$ cat src/rtl/pwmcap_defines.svh
/*
  Offsets, field positions, edge codes and reset values of the edge-capture PWM submodule.
  Assumes inclusion by bare name from rtl files.
*/
`ifndef PWMCAP_DEFINES_SVH
`define PWMCAP_DEFINES_SVH

// ********************
// Register offsets
// ********************
`define PWMCAP_OFS_CTRL 12'h000
`define PWMCAP_OFS_END 12'h004
`define PWMCAP_OFS_START 12'h008
`define PWMCAP_OFS_RISE 12'h00c
`define PWMCAP_OFS_FALL 12'h010
`define PWMCAP_OFS_CAPCTRL 12'h014
`define PWMCAP_OFS_CAPCMP 12'h018
`define PWMCAP_OFS_IRQEN 12'h01c
`define PWMCAP_OFS_FLAGS 12'h020
`define PWMCAP_OFS_CAPVAL0 12'h024
`define PWMCAP_OFS_CAPVAL1 12'h028
`define PWMCAP_OFS_OUTCTL 12'h02c
`define PWMCAP_OFS_COUNT 12'h030

// ********************
// Fields
// ********************
`define PWMCAP_CTRL_RUN 0
`define PWMCAP_CAP_ARM 0
`define PWMCAP_CAP_ONESHOT 1
`define PWMCAP_CAP_EDG0_LO 2
`define PWMCAP_CAP_EDG1_LO 4
`define PWMCAP_CAP_INPSEL 6
`define PWMCAP_CAP_CNTON 7
`define PWMCAP_OUT_EN 0
`define PWMCAP_OUT_MASK 1
`define PWMCAP_OUT_POL 2
`define PWMCAP_OUT_FORCE 3

// ********************
// Edge codes and reset values
// ********************
`define PWMCAP_EDGE_FALL 2'h1
`define PWMCAP_EDGE_RISE 2'h2
`define PWMCAP_EDGE_BOTH 2'h3
`define PWMCAP_RST_END 16'hffff
`define PWMCAP_RST_CAPCMP 8'h05

`endif

$ cat src/rtl/pwmcap_pkg.sv
/*
  Types for the edge-capture PWM submodule.
  Assumes the defines header is compiled alongside.
*/
package pwmcap_pkg;
  typedef logic [15:0] pwmcap_cnt_t;
  typedef logic [31:0] pwmcap_word_t;
  typedef logic [11:0] pwmcap_addr_t;
endpackage : pwmcap_pkg

$ cat src/rtl/pwmcap_cap_if.sv
/*
  Carrier between the top and the capture engine.
  Assumes a single pclk domain.
*/
`timescale 1ns/1ps
interface pwmcap_cap_if;
  import pwmcap_pkg::*;
  logic sample;
  logic inp_sel;
  logic cnt_on;
  logic armed;
  logic [1:0] edge0;
  logic [1:0] edge1;
  logic [7:0] cmp;
  logic hit0;
  logic hit1;
  logic [7:0] edge_count;
  modport top (output sample, inp_sel, cnt_on, armed, edge0, edge1, cmp, input hit0, hit1, edge_count);
  modport eng (input sample, inp_sel, cnt_on, armed, edge0, edge1, cmp, output hit0, hit1, edge_count);
endinterface : pwmcap_cap_if

$ cat src/rtl/pwmcap_capture.sv
/*
  Capture engine: edge detection, edge counter and compare, edge-type decode.
  Assumes sample is already synchronised to pclk.
*/
`timescale 1ns/1ps
`include "pwmcap_defines.svh"
module pwmcap_capture (
  input wire logic pclk,
  input wire logic presetn,
  pwmcap_cap_if.eng cap
);
  import pwmcap_pkg::*;

  typedef struct packed {
    logic prev;
    logic [7:0] cnt;
    logic hit0;
    logic hit1;
  } pwmcap_eng_t;

  pwmcap_eng_t st_ff;
  pwmcap_eng_t nxt_st;
  logic rise;
  logic fall;
  logic cnt_edge;

  // ********************
  // Edge detection and counter
  // ********************
  always_comb begin
    rise = cap.sample & ~st_ff.prev;
    fall = ~cap.sample & st_ff.prev;
    nxt_st = st_ff;
    nxt_st.prev = cap.sample;
    nxt_st.hit0 = 1'b0;
    nxt_st.hit1 = 1'b0;
    cnt_edge = 1'b0;
    if (cap.cnt_on && (rise || fall)) begin // [RQ9] [RQ8]
      if (st_ff.cnt + 8'h01 >= cap.cmp) begin // [RQ10]
        nxt_st.cnt = 8'h00;
        cnt_edge = 1'b1;
      end else begin
        nxt_st.cnt = st_ff.cnt + 8'h01;
      end
    end
    if (!cap.cnt_on) begin
      nxt_st.cnt = 8'h00;
    end
    if (cap.armed) begin // [RQ12]
      if (cap.inp_sel) begin // [RQ4]
        nxt_st.hit0 = cnt_edge;
        nxt_st.hit1 = cnt_edge;
      end else begin // [RQ3] [RQ5]
        nxt_st.hit0 = (rise && cap.edge0[1]) || (fall && cap.edge0[0]); // [RQ6] [RQ7]
        nxt_st.hit1 = (rise && cap.edge1[1]) || (fall && cap.edge1[0]); // [RQ6] [RQ7]
      end
    end
  end

  always_ff @(posedge pclk or negedge presetn) begin
    if (!presetn) begin
      st_ff <= '0;
    end else begin
      st_ff <= nxt_st;
    end
  end

  assign cap.hit0 = st_ff.hit0;
  assign cap.hit1 = st_ff.hit1;
  assign cap.edge_count = st_ff.cnt;
endmodule : pwmcap_capture

$ cat src/rtl/pwmcap_top.sv
/*
  One PWM submodule: channel A is a PWM output, channel B an edge-capture input.
  Assumes an APB master on pclk and an asynchronous capture pin.
*/
// The implementer's own choices: the APB register port and the register offsets.
`timescale 1ns/1ps
`include "pwmcap_defines.svh"

// Operation
// RQ1 - Channel A is a PWM output; channel B pin feeds capture logic
// RQ2 - Output goes high on rise compare match, low on fall compare match
// RQ3 - Source select 0 feeds raw channel B input to capture circuits
// RQ4 - Source select 1 feeds edge counter compare output to capture circuits
// RQ5 - Edge-type fields choose captured edges, only with raw source selected
// RQ6 - Edge-type value 2 captures rising edges
// RQ7 - Edge-type value 1 captures falling edges
// RQ8 - Edges counted against programmable compare, used only with counter source
// RQ9 - Edge-counter enable bit set to 1 starts the counter
// RQ10 - Compare value 5 gives one capture every 5 counted edges
// RQ11 - One-shot bit stops capture after one capture sequence
// RQ12 - Capture happens only while the arm bit is 1
// RQ13 - Separate interrupt enables per capture circuit gate the request
// RQ14 - Each circuit sets its flag; software clears by writing 1
// RQ15 - Clearing output enable tri-states the PWM pin
// RQ16 - Mask bit forces zero before polarity at next force-output event
// RQ17 - Software keeps compare values between start and end values
// RQ18 - Software changes frequency only through the end value
// RQ19 - Each capture stores the counter value in that circuit's register
// RQ20 - In one-shot mode software rearms before the next capture
module pwmcap_top (
  input wire logic pclk,
  input wire logic presetn,
  input wire logic psel,
  input wire logic penable,
  input wire logic pwrite,
  input wire pwmcap_pkg::pwmcap_addr_t paddr,
  input wire pwmcap_pkg::pwmcap_word_t pwdata,
  output logic [31:0] prdata,
  output logic pready,
  output logic pslverr,
  input wire logic chan_b_in,
  output logic chan_a_out,
  output logic chan_a_oe,
  output logic chan_b_oe,
  output logic irq
);
  import pwmcap_pkg::*;

  typedef struct packed {
    logic run;
    pwmcap_cnt_t cnt;
    pwmcap_cnt_t start_val;
    pwmcap_cnt_t end_val;
    pwmcap_cnt_t rise_cmp;
    pwmcap_cnt_t fall_cmp;
    logic raw;
    logic out_en;
    logic mask;
    logic pol;
    logic mask_act;
    logic arm;
    logic oneshot;
    logic [1:0] edge0;
    logic [1:0] edge1;
    logic inp_sel;
    logic cnt_on;
    logic [7:0] cmp;
    logic ie0;
    logic ie1;
    logic flag0;
    logic flag1;
    logic done0;
    logic done1;
    pwmcap_cnt_t capval0;
    pwmcap_cnt_t capval1;
    logic sync1;
    logic sync2;
    logic [31:0] rdata;
    logic ready;
    logic err;
    logic pin;
    logic oe;
    logic irq;
  } pwmcap_top_t;

  pwmcap_top_t st_ff;
  pwmcap_top_t nxt_st;
  logic wr;
  logic rd;
  logic hit_addr;
  logic force_ev;
  logic [31:0] rd_mux;
  logic set0;
  logic set1;

  pwmcap_cap_if cap ();

  // ********************
  // Capture engine
  // ********************
  assign cap.sample = st_ff.sync2; // [RQ1]
  assign cap.inp_sel = st_ff.inp_sel;
  assign cap.cnt_on = st_ff.cnt_on;
  assign cap.armed = st_ff.arm;
  assign cap.edge0 = st_ff.edge0;
  assign cap.edge1 = st_ff.edge1;
  assign cap.cmp = st_ff.cmp;

  pwmcap_capture u_capture (
    .pclk(pclk),
    .presetn(presetn),
    .cap(cap)
  );

  // ********************
  // Register read mux
  // ********************
  always_comb begin
    hit_addr = 1'b1;
    rd_mux = 32'h0000_0000;
    unique case (paddr)
      `PWMCAP_OFS_CTRL: rd_mux[`PWMCAP_CTRL_RUN] = st_ff.run;
      `PWMCAP_OFS_END: rd_mux[15:0] = st_ff.end_val;
      `PWMCAP_OFS_START: rd_mux[15:0] = st_ff.start_val;
      `PWMCAP_OFS_RISE: rd_mux[15:0] = st_ff.rise_cmp;
      `PWMCAP_OFS_FALL: rd_mux[15:0] = st_ff.fall_cmp;
      `PWMCAP_OFS_CAPCTRL: rd_mux[7:0] = {st_ff.cnt_on, st_ff.inp_sel, st_ff.edge1, st_ff.edge0,
                                          st_ff.oneshot, st_ff.arm};
      `PWMCAP_OFS_CAPCMP: rd_mux[15:0] = {cap.edge_count, st_ff.cmp};
      `PWMCAP_OFS_IRQEN: rd_mux[1:0] = {st_ff.ie1, st_ff.ie0};
      `PWMCAP_OFS_FLAGS: rd_mux[1:0] = {st_ff.flag1, st_ff.flag0};
      `PWMCAP_OFS_CAPVAL0: rd_mux[15:0] = st_ff.capval0;
      `PWMCAP_OFS_CAPVAL1: rd_mux[15:0] = st_ff.capval1;
      `PWMCAP_OFS_OUTCTL: rd_mux[2:0] = {st_ff.pol, st_ff.mask, st_ff.out_en};
      `PWMCAP_OFS_COUNT: rd_mux[15:0] = st_ff.cnt;
      default: hit_addr = 1'b0;
    endcase
  end

  // ********************
  // Next state
  // ********************
  always_comb begin
    wr = psel && penable && pwrite && !st_ff.ready;
    rd = psel && penable && !pwrite && !st_ff.ready;
    force_ev = wr && paddr == `PWMCAP_OFS_OUTCTL && pwdata[`PWMCAP_OUT_FORCE];
    set0 = cap.hit0 && !st_ff.done0;
    set1 = cap.hit1 && !st_ff.done1;
    nxt_st = st_ff;
    nxt_st.sync1 = chan_b_in;
    nxt_st.sync2 = st_ff.sync1;
    nxt_st.ready = wr || rd;
    nxt_st.err = (wr || rd) && !hit_addr;
    if (rd) begin
      nxt_st.rdata = rd_mux;
    end
    // PWM counter
    if (st_ff.run) begin
      if (st_ff.cnt >= st_ff.end_val) begin
        nxt_st.cnt = st_ff.start_val;
      end else begin
        nxt_st.cnt = st_ff.cnt + 16'h0001;
      end
    end else begin
      nxt_st.cnt = st_ff.start_val;
    end
    if (st_ff.run && st_ff.cnt == st_ff.rise_cmp) begin
      nxt_st.raw = 1'b1; // [RQ2]
    end else if (st_ff.run && st_ff.cnt == st_ff.fall_cmp) begin
      nxt_st.raw = 1'b0; // [RQ2]
    end
    // Captures
    if (set0) begin
      nxt_st.capval0 = st_ff.cnt; // [RQ19]
      nxt_st.done0 = st_ff.oneshot; // [RQ11]
    end
    if (set1) begin
      nxt_st.capval1 = st_ff.cnt; // [RQ19]
      nxt_st.done1 = st_ff.oneshot; // [RQ11]
    end
    if (st_ff.oneshot && (nxt_st.done0 || !(st_ff.edge0 != 2'h0 || st_ff.inp_sel)) &&
        (nxt_st.done1 || !(st_ff.edge1 != 2'h0 || st_ff.inp_sel)) && (set0 || set1)) begin
      nxt_st.arm = 1'b0; // [RQ11] [RQ20]
    end
    // Register writes
    if (wr) begin
      unique case (paddr)
        `PWMCAP_OFS_CTRL: nxt_st.run = pwdata[`PWMCAP_CTRL_RUN];
        `PWMCAP_OFS_END: nxt_st.end_val = pwdata[15:0];
        `PWMCAP_OFS_START: nxt_st.start_val = pwdata[15:0];
        `PWMCAP_OFS_RISE: nxt_st.rise_cmp = pwdata[15:0];
        `PWMCAP_OFS_FALL: nxt_st.fall_cmp = pwdata[15:0];
        `PWMCAP_OFS_CAPCTRL: begin
          nxt_st.arm = pwdata[`PWMCAP_CAP_ARM];
          nxt_st.oneshot = pwdata[`PWMCAP_CAP_ONESHOT];
          nxt_st.edge0 = pwdata[`PWMCAP_CAP_EDG0_LO +: 2];
          nxt_st.edge1 = pwdata[`PWMCAP_CAP_EDG1_LO +: 2];
          nxt_st.inp_sel = pwdata[`PWMCAP_CAP_INPSEL];
          nxt_st.cnt_on = pwdata[`PWMCAP_CAP_CNTON];
          nxt_st.done0 = 1'b0;
          nxt_st.done1 = 1'b0;
        end
        `PWMCAP_OFS_CAPCMP: nxt_st.cmp = pwdata[7:0];
        `PWMCAP_OFS_IRQEN: begin
          nxt_st.ie0 = pwdata[0]; // [RQ13]
          nxt_st.ie1 = pwdata[1]; // [RQ13]
        end
        `PWMCAP_OFS_FLAGS: begin
          nxt_st.flag0 = st_ff.flag0 & ~pwdata[0]; // [RQ14]
          nxt_st.flag1 = st_ff.flag1 & ~pwdata[1]; // [RQ14]
        end
        `PWMCAP_OFS_OUTCTL: begin
          nxt_st.out_en = pwdata[`PWMCAP_OUT_EN];
          nxt_st.mask = pwdata[`PWMCAP_OUT_MASK];
          nxt_st.pol = pwdata[`PWMCAP_OUT_POL];
        end
        default: begin
        end
      endcase
    end
    if (set0) begin
      nxt_st.flag0 = 1'b1; // [RQ14]
    end
    if (set1) begin
      nxt_st.flag1 = 1'b1; // [RQ14]
    end
    if (force_ev) begin
      nxt_st.mask_act = pwdata[`PWMCAP_OUT_MASK]; // [RQ16]
    end
    nxt_st.pin = (nxt_st.raw & ~nxt_st.mask_act) ^ nxt_st.pol; // [RQ16]
    nxt_st.oe = nxt_st.out_en; // [RQ15]
    nxt_st.irq = (nxt_st.flag0 & nxt_st.ie0) | (nxt_st.flag1 & nxt_st.ie1); // [RQ13]
  end

  always_ff @(posedge pclk or negedge presetn) begin
    if (!presetn) begin
      st_ff <= '0;
      st_ff.end_val <= `PWMCAP_RST_END;
      st_ff.cmp <= `PWMCAP_RST_CAPCMP;
    end else begin
      st_ff <= nxt_st;
    end
  end

  // ********************
  // Outputs
  // ********************
  assign prdata = st_ff.rdata;
  assign pready = st_ff.ready;
  assign pslverr = st_ff.err;
  assign chan_a_out = st_ff.pin;
  assign chan_a_oe = st_ff.oe;
  assign chan_b_oe = 1'b0; // [RQ1]
  assign irq = st_ff.irq;
endmodule : pwmcap_top

$ cat config.mk
export PLATFORM = sky130hd
export DESIGN_NAME = pwmcap_top
export DESIGN_NICKNAME = d
export VERILOG_FILES = /design/src/rtl/pwmcap_pkg.sv /design/src/rtl/pwmcap_cap_if.sv /design/src/rtl/pwmcap_capture.sv /design/src/rtl/pwmcap_top.sv
export VERILOG_INCLUDE_DIRS = /design/src /design/src/rtl
export SDC_FILE = /design/constraint.sdc
export NUM_CORES = 1
export LEC_CHECK = 0
export BUFFER_PORTS_ARGS = -buffer_cell sky130_fd_sc_hd__buf_2
export CORE_ASPECT_RATIO = 0.5
export CORE_UTILIZATION = 40
export CTS_CLUSTER_DIAMETER = 80
export CTS_CLUSTER_SIZE = 25
export DETAILED_ROUTE_END_ITERATION = 12
export GPL_ROUTABILITY_DRIVEN = 0
export SLEW_MARGIN = 25
export SYNTH_ARGS = -nofsm -noshare
export SYNTH_HDL_FRONTEND = slang
export SYNTH_SLANG_ARGS = --single-unit
$ cat constraint.sdc
create_clock -name pclk -period 3.1 [get_ports pclk]
set_clock_uncertainty 0.1 [all_clocks]
set_input_delay 0.31 -clock pclk [delete_from_list [all_inputs] [get_ports pclk]]
set_output_delay 0.31 -clock pclk [all_outputs]
set_load 0.05 [all_outputs]
==> impl_metrics.ini, run 1 <==
[synthesis]
synthXorXnorAreaFrac_pct = 4.860
synthMuxAreaShare_pct = 15.66
syn_area_per_cell_um2 = 10.71
ys_async_sr_fraction_pct = 100.0
synthCells = 892
synth_compound_area_share_pct = 12.05
yosys.area_share.simple_pct = 11.63
synth_flop_cell = dfrtp_1
ys_seq_area_share_pct = 45.57
synthAdderAreaFrac_pct = 3.668
syn-cell-area_um2 = 9550
synth_top_family_by_area = multiplexers
ys_types = 70
ys_ff_latch = 173
ys_warn_count = 0
synth_edf_count = 0

[route]
drc = 4
wl_per_cell_um = 22.73
vias_per_cell = 5.742
drt_iter0_markers = 845
firstDrtPassIters = 9
wl_mm = 28.91
vias = 7304
antenna_left = 0

[sta]
min_period_over_period_pct = 94.44
slew_viol_final = 0
max-slew-margin-rel_pct = 45.93
grt_setup_unrepaired = false
hold_viol = 0
max_freq_ghz = 0.3416
setup_viol = 0
worstMarginPinSlew_ns = 0.8036
fin_crit_ns = 2.928
final.setup.tns_ns = 0

[final_layout]
n_antenna_cell = 0
final_cell_area_um2 = 10850
ff_latch_area_um2 = 4352
fin_util_pct = 46.90
layout_common_cells = 155 x dfrtp_1, 105 x mux2_2, 102 x nand2_1
nNetsFinal = 1030
drive_above_1_share_pct = 29.95
fillers = 2166
fin_cells = 1272
multiInputGateArea_um2 = 4651
layout_commonest_cell = dfrtp_1
area_growth_pct = 13.59

[floorplanning]
start_util_pct = 41.29
io_pins = 88
core_um2 = 23130
die-area_um2 = 24540
rows = 39
die_h_um = 111.3
dieWidth_um = 220.5

[min_path]
worstHoldPathType = input pin to flip-flop

[setup_path]
timing.critical_path.buf_inv = 2
path_class = flip-flop to flip-flop
worstPathCellList = inv_1 > ha_1 > and3_1 > a221oi_2 > o221a_2 > o21ai_1 > a221oi_4 > buf_12 > mux2_2
worstPathRequired_ns = 3.32
worst-r2r-cell-count = 9
slowest_delay_ns = 0.53
cp_slowest_cell = dfstp_2
r2r_start = st_ff[136]
crit_path_start_kind = flip-flop
critPathCapture = st_ff[174]
endpoint_kind = flip-flop
crit_path_start = st_ff[136]
cp_max_fo = 15
reg2reg_setup_slack_ns = 0.17
worst-path-stages = 9
crit_family = compound AO/OA/AOI/OAI gates
r2r_end = st_ff[174]
arrival_ns = 3.15

[cts]
clk_latency_ns = 0.45
cts-root-buf = clkbuf_16
cts_tree = built
cts.sinks = 173
clockBufferDepth = 2
numCtsBuffers = 17
post_cts_buffers = 0
clkTransAtPathRegs_ns = 0.07
htreeDepth = 4

[grt]
grt_usage_pct = 24.70
grt_pass1_wl_mm = 44.49
grt_pass1_vias = 7249
grt_max_degree = 74
grt-ovfl-total = 0
antenna_found_initial = 0

[placed_design]
port_buffers = 54
dpl_cell_area_um2 = 10220
dp_cells = 1237
dpl.hpwl_mm = 21.03

[job]
cap_viol_max_count = 0

[power]
power_leakage_nw = 5.391
power_density_nw_per_um2 = 437.9
irDropWorstVdd_mv = 0.3569

[status]
violations = DRC
outcome = finished with violations
layer usage:
layer	wire length, µm	track usage (%)	up-vias
li1	-	-	3246
met1	13340	36.01	3719
met2	12640	36.09	293
met3	2420	6.365	46
met4	513	6.484	0
met5	0	0	-
how the worst min path moves through the flow:
stage	from	endpoint	cells after the start
after global placement	nxt_st[37]	cap.sample	0
final	pwdata[14]	st_ff[144]	3
after floorplan	presetn	cap.armed	0
after detailed placement	nxt_st[37]	cap.sample	0
after global routing	pwdata[14]	st_ff[144]	3
after CTS	pwdata[11]	st_ff[141]	3
logic make-up after synthesis:
logic type | Yosys count
xor+xnor | 53
other cells | 1
fa+ha+maj | 28
compound gates | 167
buf+inv | 119
flops | 173
simple gates | 220
mux | 131
metrics by stage:
| step | power (mW) | setup slack, ns | hold WS [ns] |
|---|---|---|---|
| finish | 4.750 | 0.1723 | 0.01936 |
| global route | 4.888 | 0.02182 | 0.01939 |
| CTS | 4.773 | 0.1359 | 0.007293 |
| detailed placement | 2.596 | 0.1620 | 0.2347 |
| global placement | 2.593 | 0.2244 | 0.2373 |
| floorplan | 2.467 | 0.4056 | -0.08559 |
synthesized netlist by cell type, drive strengths merged, types with 18 or more instances:
cell type / instances / area share, %
dfstp: 18 / 5.0
inv: 32 / 1.3
mux2: 113 / 14
nor2: 27 / 1.1
ha: 28 / 3.7
o21ai: 66 / 3.5
xor2: 27 / 2.5
buf: 56 / 4.0
nand2: 103 / 4.1
nor3: 20 / 1.6
dfrtp: 155 / 41
clkbuf: 31 / 1.2
xnor2: 26 / 2.4
worst reg2reg max path: stages, from the launching register on:
cell and delay, ns:
dfstp_2 0.53, inv_1 0.05, ha_1 0.30, and3_1 0.21
a221oi_2 0.30, o221a_2 0.23, o21ai_1 0.16, a221oi_4 0.34
buf_12 0.22, mux2_2 0.36
sequential cells by signal, indices dropped and copies added (netlist names), 2 cells and up:
name	count
st_ff	124
prdata	16
cap.edge1	2
u_capture.cap.edge_count	8
cap.edge0	2
cap.cmp	8
power by group:
part	switching [mW]	internal, mW
registers	0.00350	2.26
clock network	0.977	1.21
logic	0.221	0.0714
total	1.20	3.55
layout make-up:
cell class / count / area share (%)
multi-input combinational: 616 / 42.87
tap: 307 / 3.541
inverter: 32 / 1.107
sequential: 173 / 40.12
clock inverter: 13 / 1.303
timing repair buffer: 112 / 6.978
clock buffer: 19 / 4.083
what timing repair did:
action	CTS	global route
gates resized for setup	0	2
endpoints found under the setup margin	0	4
hold endpoints to repair	62	0
hold buffers	3	0
No activity file was read; power rests on OpenSTA's default activity.
==> run 2: changes to the inputs <==
--- a/config.mk
+++ b/config.mk
@@ -8,7 +8,7 @@
 export LEC_CHECK = 0
 export BUFFER_PORTS_ARGS = -buffer_cell sky130_fd_sc_hd__buf_2
 export CORE_ASPECT_RATIO = 0.5
-export CORE_UTILIZATION = 40
+export CORE_UTILIZATION = 45
 export CTS_CLUSTER_DIAMETER = 80
 export CTS_CLUSTER_SIZE = 25
 export DETAILED_ROUTE_END_ITERATION = 12
@@ -16,4 +16,5 @@
 export SLEW_MARGIN = 25
 export SYNTH_ARGS = -nofsm -noshare
 export SYNTH_HDL_FRONTEND = slang
+export SYNTH_HIERARCHICAL = 1
 export SYNTH_SLANG_ARGS = --single-unit
==> run 2 against run 1 <==
Net effect:
- synthesized cell count up 5.4%
- clock power down 4%
- combinational power up 5%
- the run now ends clean
- critical path depth down 1
- register-to-register slack better by 0.06 ns
- maximum frequency up 2.1%
- highest routed layer unchanged
- core utilization up 4.0 points
- via count up 4.3%
- non-clock buffer count down 19
- worst setup slack better by 0.061 ns
- sequential cell count unchanged
==> impl_metrics.ini, run 2 <==
[route]
antenna_left = 0
m1WireLength_mm = 14.12
wl_per_cell_um = 23.34
vias_per_cell = 5.960
wl_mm = 29.83
vias = 7617
dr_wl_met3_mm = 2.239
drc = 0
firstDrtPassIters = 5
drt_iter0_markers = 730
highest_layer = met4
wl_met2_mm = 12.88

[min_path]
worstHoldStart = pwdata[13]
worstHoldPathType = input pin to flip-flop
hold_depth = 3
holdPathEnd = st_ff[143]

[floorplanning]
core_um2 = 21680
die-area_um2 = 22810
rows = 38
start_util_pct = 46.02
die_h_um = 107.3
io_pins = 88
dieWidth_um = 212.6

[power]
p_total_mw = 4.695
switching_share_pct = 24.26
power_leakage_nw = 5.345
p_int_mw = 3.556
irDropWorstVdd_mv = 0.2254
p_seq_share_pct = 48.4
power_frac_comb_pct = 6.6
clkPwrFrac_pct = 45.0
power_density_nw_per_um2 = 425.3
switchingPower_mw = 1.139

[cts]
cts_resized = 0
clk_latency_ns = 0.44
cts-root-buf = clkbuf_16
cts.sinks = 173
cts_hold_buf = 2
clockBufferDepth = 2
htreeDepth = 4
clkTransAtPathRegs_ns = 0.07
cts_tree = built
numCtsBuffers = 17
post_cts_buffers = 0

[grt]
grt-ovfl-total = 0
grt_usage_pct = 27.43
grt_max_degree = 88
antenna_found_initial = 0
grt_pass1_vias = 7479
grt_pass1_wl_mm = 45.51

[sta]
final.setup.tns_ns = 0
setup_ws_ns = 0.2333
max-slew-margin-rel_pct = 42.88
min_period_over_period_pct = 92.47
setup_viol = 0
grt_setup_unrepaired = false
worstMarginPinSlew_ns = 0.8568
whs_ns = 0.01634
fin_crit_ns = 2.867
max_freq_ghz = 0.3488
hold_viol = 0
slew_viol_final = 0

[synthesis]
ys_async_sr_fraction_pct = 100.0
synth_edf_count = 0
synth_compound_area_share_pct = 13.76
synth_top_cell_by_area = dfrtp_1
synth_flop_cell = dfrtp_1
yosysMostFrequentCell = dfrtp_1
ys_types = 74
syn_area_per_cell_um2 = 10.61
synth_top_cell_area_share_pct = 38.88
yosys.area_share.simple_pct = 12.78
synthXorXnorAreaFrac_pct = 4.653
synthAdderAreaFrac_pct = 3.511
syn-cell-area_um2 = 9977
ys_seq_area_share_pct = 43.62
ys_warn_count = 6
synth_top_family_by_area = multiplexers
ys_top_cells_by_area = dfrtp_1 39%, mux2_2 11%, dfstp_2 4.7%
ys_ff_latch = 173
synthCells = 940
synthMuxAreaShare_pct = 14.41
synth_common_cells = 155 x dfrtp_1, 101 x mux2_2, 75 x nand2_1

[final_layout]
nNetsFinal = 1044
drive_above_1_share_pct = 28.32
area_growth_pct = 10.63
largest_register_ffs = 124
fin_util_pct = 50.91
fin_cells = 1278
final_cell_area_um2 = 11040
registers.top_by_ff_count = st_ff
fillers = 2005
layout_commonest_cell = dfrtp_1
layout_common_cells = 155 x dfrtp_1, 101 x mux2_2, 75 x nand2_1
n_antenna_cell = 0

[placed_design]
port_buffers = 54
dp_cells = 1245
dpl_cell_area_um2 = 10440
place_ws_ns = 0.3359
dpl.hpwl_mm = 21.67

[setup_path]
worst-r2r-cell-count = 8
worstPathRequired_ns = 3.37
cp_max_fo = 9
cpMostUsedCell = a21o_1
r2r_end = st_ff[164]
slowest_delay_ns = 0.57
reg2reg_setup_slack_ns = 0.23
path_class = flip-flop to flip-flop
crit_path_start_kind = flip-flop
worstPathCellList = inv_1 > ha_1 > a21o_1 > a21o_1 > a211oi_1 > o21ai_1 > or4_1 > nand3_1
endpoint_kind = flip-flop
arrival_ns = 3.14
r2r_start = st_ff[139]
cp_slowest_cell = or4_1

[job]
cap_viol_max_count = 0

[status]
outcome = complete, no violations
[run 2: cell types whose count changed in the layout (fill, tap and decap cells not counted), sizes merged, moves of 7 or more]
cell | previous run | this run
nor2 | 27 | 40
o31ai | 0 | 11
a22o | 7 | 14
a211oi | 4 | 13
buf | 109 | 91
nand2 | 103 | 75
nand3 | 13 | 27
o21ai | 66 | 38
mux2 | 113 | 105
a21oi | 9 | 26
[run 2: final cells by class]
type	instances	area, µm²	share of cell area [%]
inverter	38	142.6	1.292
tap	300	375.4	3.401
clock inverter	11	118.9	1.077
multi-input combinational	643	4969	45.01
clock buffer	20	456.7	4.137
timing repair buffer	93	624.3	5.656
sequential	173	4352	39.42
[run 2: worst max-delay path, delay by kind of cell (launching register included)]
| family | cells | cell delay, ns |
|---|---|---|
| buffers and inverters | 1 | 0.07 |
| flip-flops | 1 | 0.51 |
| AO/OA/AOI/OAI | 4 | 1.14 |
| AND/OR/NAND/NOR | 2 | 0.65 |
| adder cells (fa/ha/maj) | 1 | 0.32 |
[run 2: logic make-up (layout without fill, tap and decap cells)]
group | after synthesis | count (layout)
AO/OA/AOI/OAI | 185 | 185
XOR/XNOR | 53 | 53
adder cells (fa/ha/maj) | 28 | 28
buffers and inverters | 140 | 162
flip-flops | 173 | 173
multiplexers | 128 | 128
other | 1 | 17
AND/OR/NAND/NOR | 232 | 232
[run 2: worst max-delay path by stage]
stage          startpoint    endpoint  depth (start not counted)
6_report       st_ff[139]  st_ff[164]                          8
5_1_grt        st_ff[139]  st_ff[164]                          8
4_1_cts        st_ff[139]  st_ff[163]                          8
3_5_place_dp   st_ff[139]  st_ff[164]                          8
3_3_place_gp   st_ff[139]  st_ff[164]                          8
2_1_floorplan  st_ff[162]  st_ff[167]                         11
[run 2: metal layers]
metal	GRT usage (%)	vias up
met5	0	-
met4	7.811	0
met3	5.659	49
met2	39.99	326
met1	40.85	3864
li1	-	3378
[run 2: power groups by stage]
stage | Clock, mW | Sequential [mW] | Combinational, mW
floorplan | 0 | 2.32 | 0.172
global placement | 0 | 2.31 | 0.304
detailed placement | 0 | 2.31 | 0.304
CTS | 2.15 | 2.27 | 0.307
global route | 2.26 | 2.27 | 0.330
finish | 2.11 | 2.27 | 0.309
==> run 3: changes to the inputs <==
--- a/config.mk
+++ b/config.mk
@@ -8,11 +8,13 @@
 export LEC_CHECK = 0
 export BUFFER_PORTS_ARGS = -buffer_cell sky130_fd_sc_hd__buf_2
 export CORE_ASPECT_RATIO = 0.5
-export CORE_UTILIZATION = 45
+export CORE_UTILIZATION = 47
 export CTS_CLUSTER_DIAMETER = 80
 export CTS_CLUSTER_SIZE = 25
 export DETAILED_ROUTE_END_ITERATION = 12
 export GPL_ROUTABILITY_DRIVEN = 0
+export PLACE_DENSITY = 0.65
+export SKIP_CTS_REPAIR_TIMING = 1
 export SLEW_MARGIN = 25
 export SYNTH_ARGS = -nofsm -noshare
 export SYNTH_HDL_FRONTEND = slang
==> run 3 against run 2 <==
Net effect:
- combinational power decreased by 2%
- clock power about the same
- cell area decreased by 0.78%
- critical endpoint is now st_ff[162]
- clock-buffer cell count unchanged
- largest power group unchanged
==> impl_metrics.ini, run 3 (same netlist as run 2, synthesis figures left out) <==
[setup_path]
path_class = flip-flop to flip-flop
crit_family = compound AO/OA/AOI/OAI gates
crit_path_start_kind = flip-flop
worstPathCellList = inv_1 > ha_1 > a21o_1 > a21o_1 > a211oi_1 > o21ai_1 > or4_1 > o211ai_1
worstPathRequired_ns = 3.35
cp_max_fo = 9
cpMostUsedCell = a21o_1
slowest_delay_ns = 0.56
timing.critical_path.buf_inv = 1
endpoint_kind = flip-flop
r2r_start = st_ff[139]
cp_slowest_cell = or4_1
r2r_end = st_ff[162]
worst-r2r-cell-count = 8
arrival_ns = 3.24
reg2reg_setup_slack_ns = 0.11

[sta]
fin_crit_ns = 2.987
max-slew-margin-rel_pct = 36.03
max_freq_ghz = 0.3348
hold_viol = 0
slew_viol_final = 0
final.setup.tns_ns = 0
grt_setup_unrepaired = false
min_period_over_period_pct = 96.35
setup_viol = 0
worstMarginPinSlew_ns = 0.9522

[final_layout]
fin_util_pct = 52.92
drive_above_1_share_pct = 28.32
layout_common_cells = 155 x dfrtp_1, 101 x mux2_2, 75 x nand2_1
fin_cells = 1251
layout_commonest_cell = dfrtp_1
n_antenna_cell = 0
registers.top_by_ff_count = st_ff
largest_register_ffs = 124
nNetsFinal = 1043
area_growth_pct = 9.770

[route]
vias_per_cell = 6.138
vias = 7679
drt_iter0_markers = 828
wl_per_cell_um = 23.38
firstDrtPassIters = 6
drc = 0
antenna_left = 0
wl_mm = 29.24

[cts]
cts-root-buf = clkbuf_16
clkTransAtPathRegs_ns = 0.07
cts.sinks = 173
htreeDepth = 4
clockBufferDepth = 2
cts_tree = built
clk_latency_ns = 0.44
numCtsBuffers = 17

[floorplanning]
rows = 37
core_um2 = 20690
die-area_um2 = 21850
die_h_um = 105.0
io_pins = 88
dieWidth_um = 208.0
start_util_pct = 48.21

[grt]
grt_pass1_wl_mm = 44.73
grt_usage_pct = 27.66
grt_pass1_vias = 7386
antenna_found_initial = 0
grt_max_degree = 68
grt-ovfl-total = 0

[placed_design]
dpl.hpwl_mm = 20.92
dp_cells = 1217
port_buffers = 54

[min_path]
worstHoldStart = penable
hold_depth = 3
worstHoldPathType = input pin to flip-flop
holdPathEnd = pready

[power]
irDropWorstVdd_mv = 0.2555
power_density_nw_per_um2 = 427.4
power_leakage_nw = 5.327

[job]
cap_viol_max_count = 0

[status]
outcome = complete, no violations
-- run 3: worst max-delay path by stage --
stage | start | end | slack (ns) | cells past startpoint
floorplan | st_ff[162] | st_ff[167] | 0.48 | 11
global placement | paddr[2] | prdata[1] | 0.31 | 6
detailed placement | st_ff[139] | st_ff[163] | 0.23 | 8
CTS | st_ff[139] | st_ff[162] | 0.20 | 8
global route | st_ff[139] | st_ff[162] | 0.01 | 8
finish | st_ff[139] | st_ff[162] | 0.11 | 8
-- run 3: layer usage --
| metal | global-route usage [%] | vias to the layer above | part of all wire [%] |
|---|---|---|---|
| met1 | 39.43 | 3868 | 44 |
| met2 | 40.75 | 372 | 44 |
| met3 | 6.943 | 61 | 9.3 |
| met4 | 9.577 | 0 | 2.5 |
| met5 | 0 | - | 0 |
| li1 | - | 3378 | - |
-- run 3: area by class of cell --
type                    count  area [µm²]
clock buffers              20       456.7
clock inverters            12       111.4
fillers                  1827        9742
inverters                  38       142.6
multi-input cells         643        4969
flip-flops and latches    173        4352
well taps                 273       341.6
repair buffers             92       579.3
-- run 3: power breakdown --
part	internal (mW)	switching, mW	total [mW]
Clock	1.15	0.951	2.10
Sequential	2.27	0.00636	2.27
Combinational	0.0679	0.236	0.304
Total	3.49	1.19	4.68
-- run 3: worst reg2reg max path: cells and delay by family, from the launching register on --
family / cells / cell delay [ns]
flip-flops: 1 / 0.52
adder cells (fa/ha/maj): 1 / 0.32
AO/OA/AOI/OAI: 5 / 1.33
buffers and inverters: 1 / 0.07
AND/OR/NAND/NOR: 1 / 0.57
-- run 3: stage by stage --
| stage | worst slack, ns | hold slack [ns] | power (mW) | area [µm²] |
|---|---|---|---|---|
| finish | 0.1132 | 0.01264 | 4.681 | 10950 |
| global route | 0.01019 | 0.01173 | 4.812 | 10950 |
| CTS | 0.2026 | -0.2218 | 4.702 | 10930 |
| detailed placement | 0.2264 | 0.2387 | 2.614 | 10360 |
| global placement | 0.3060 | 0.2462 | 2.612 | 10360 |
| floorplan | 0.4830 | -0.08559 | 2.492 | 10040 |
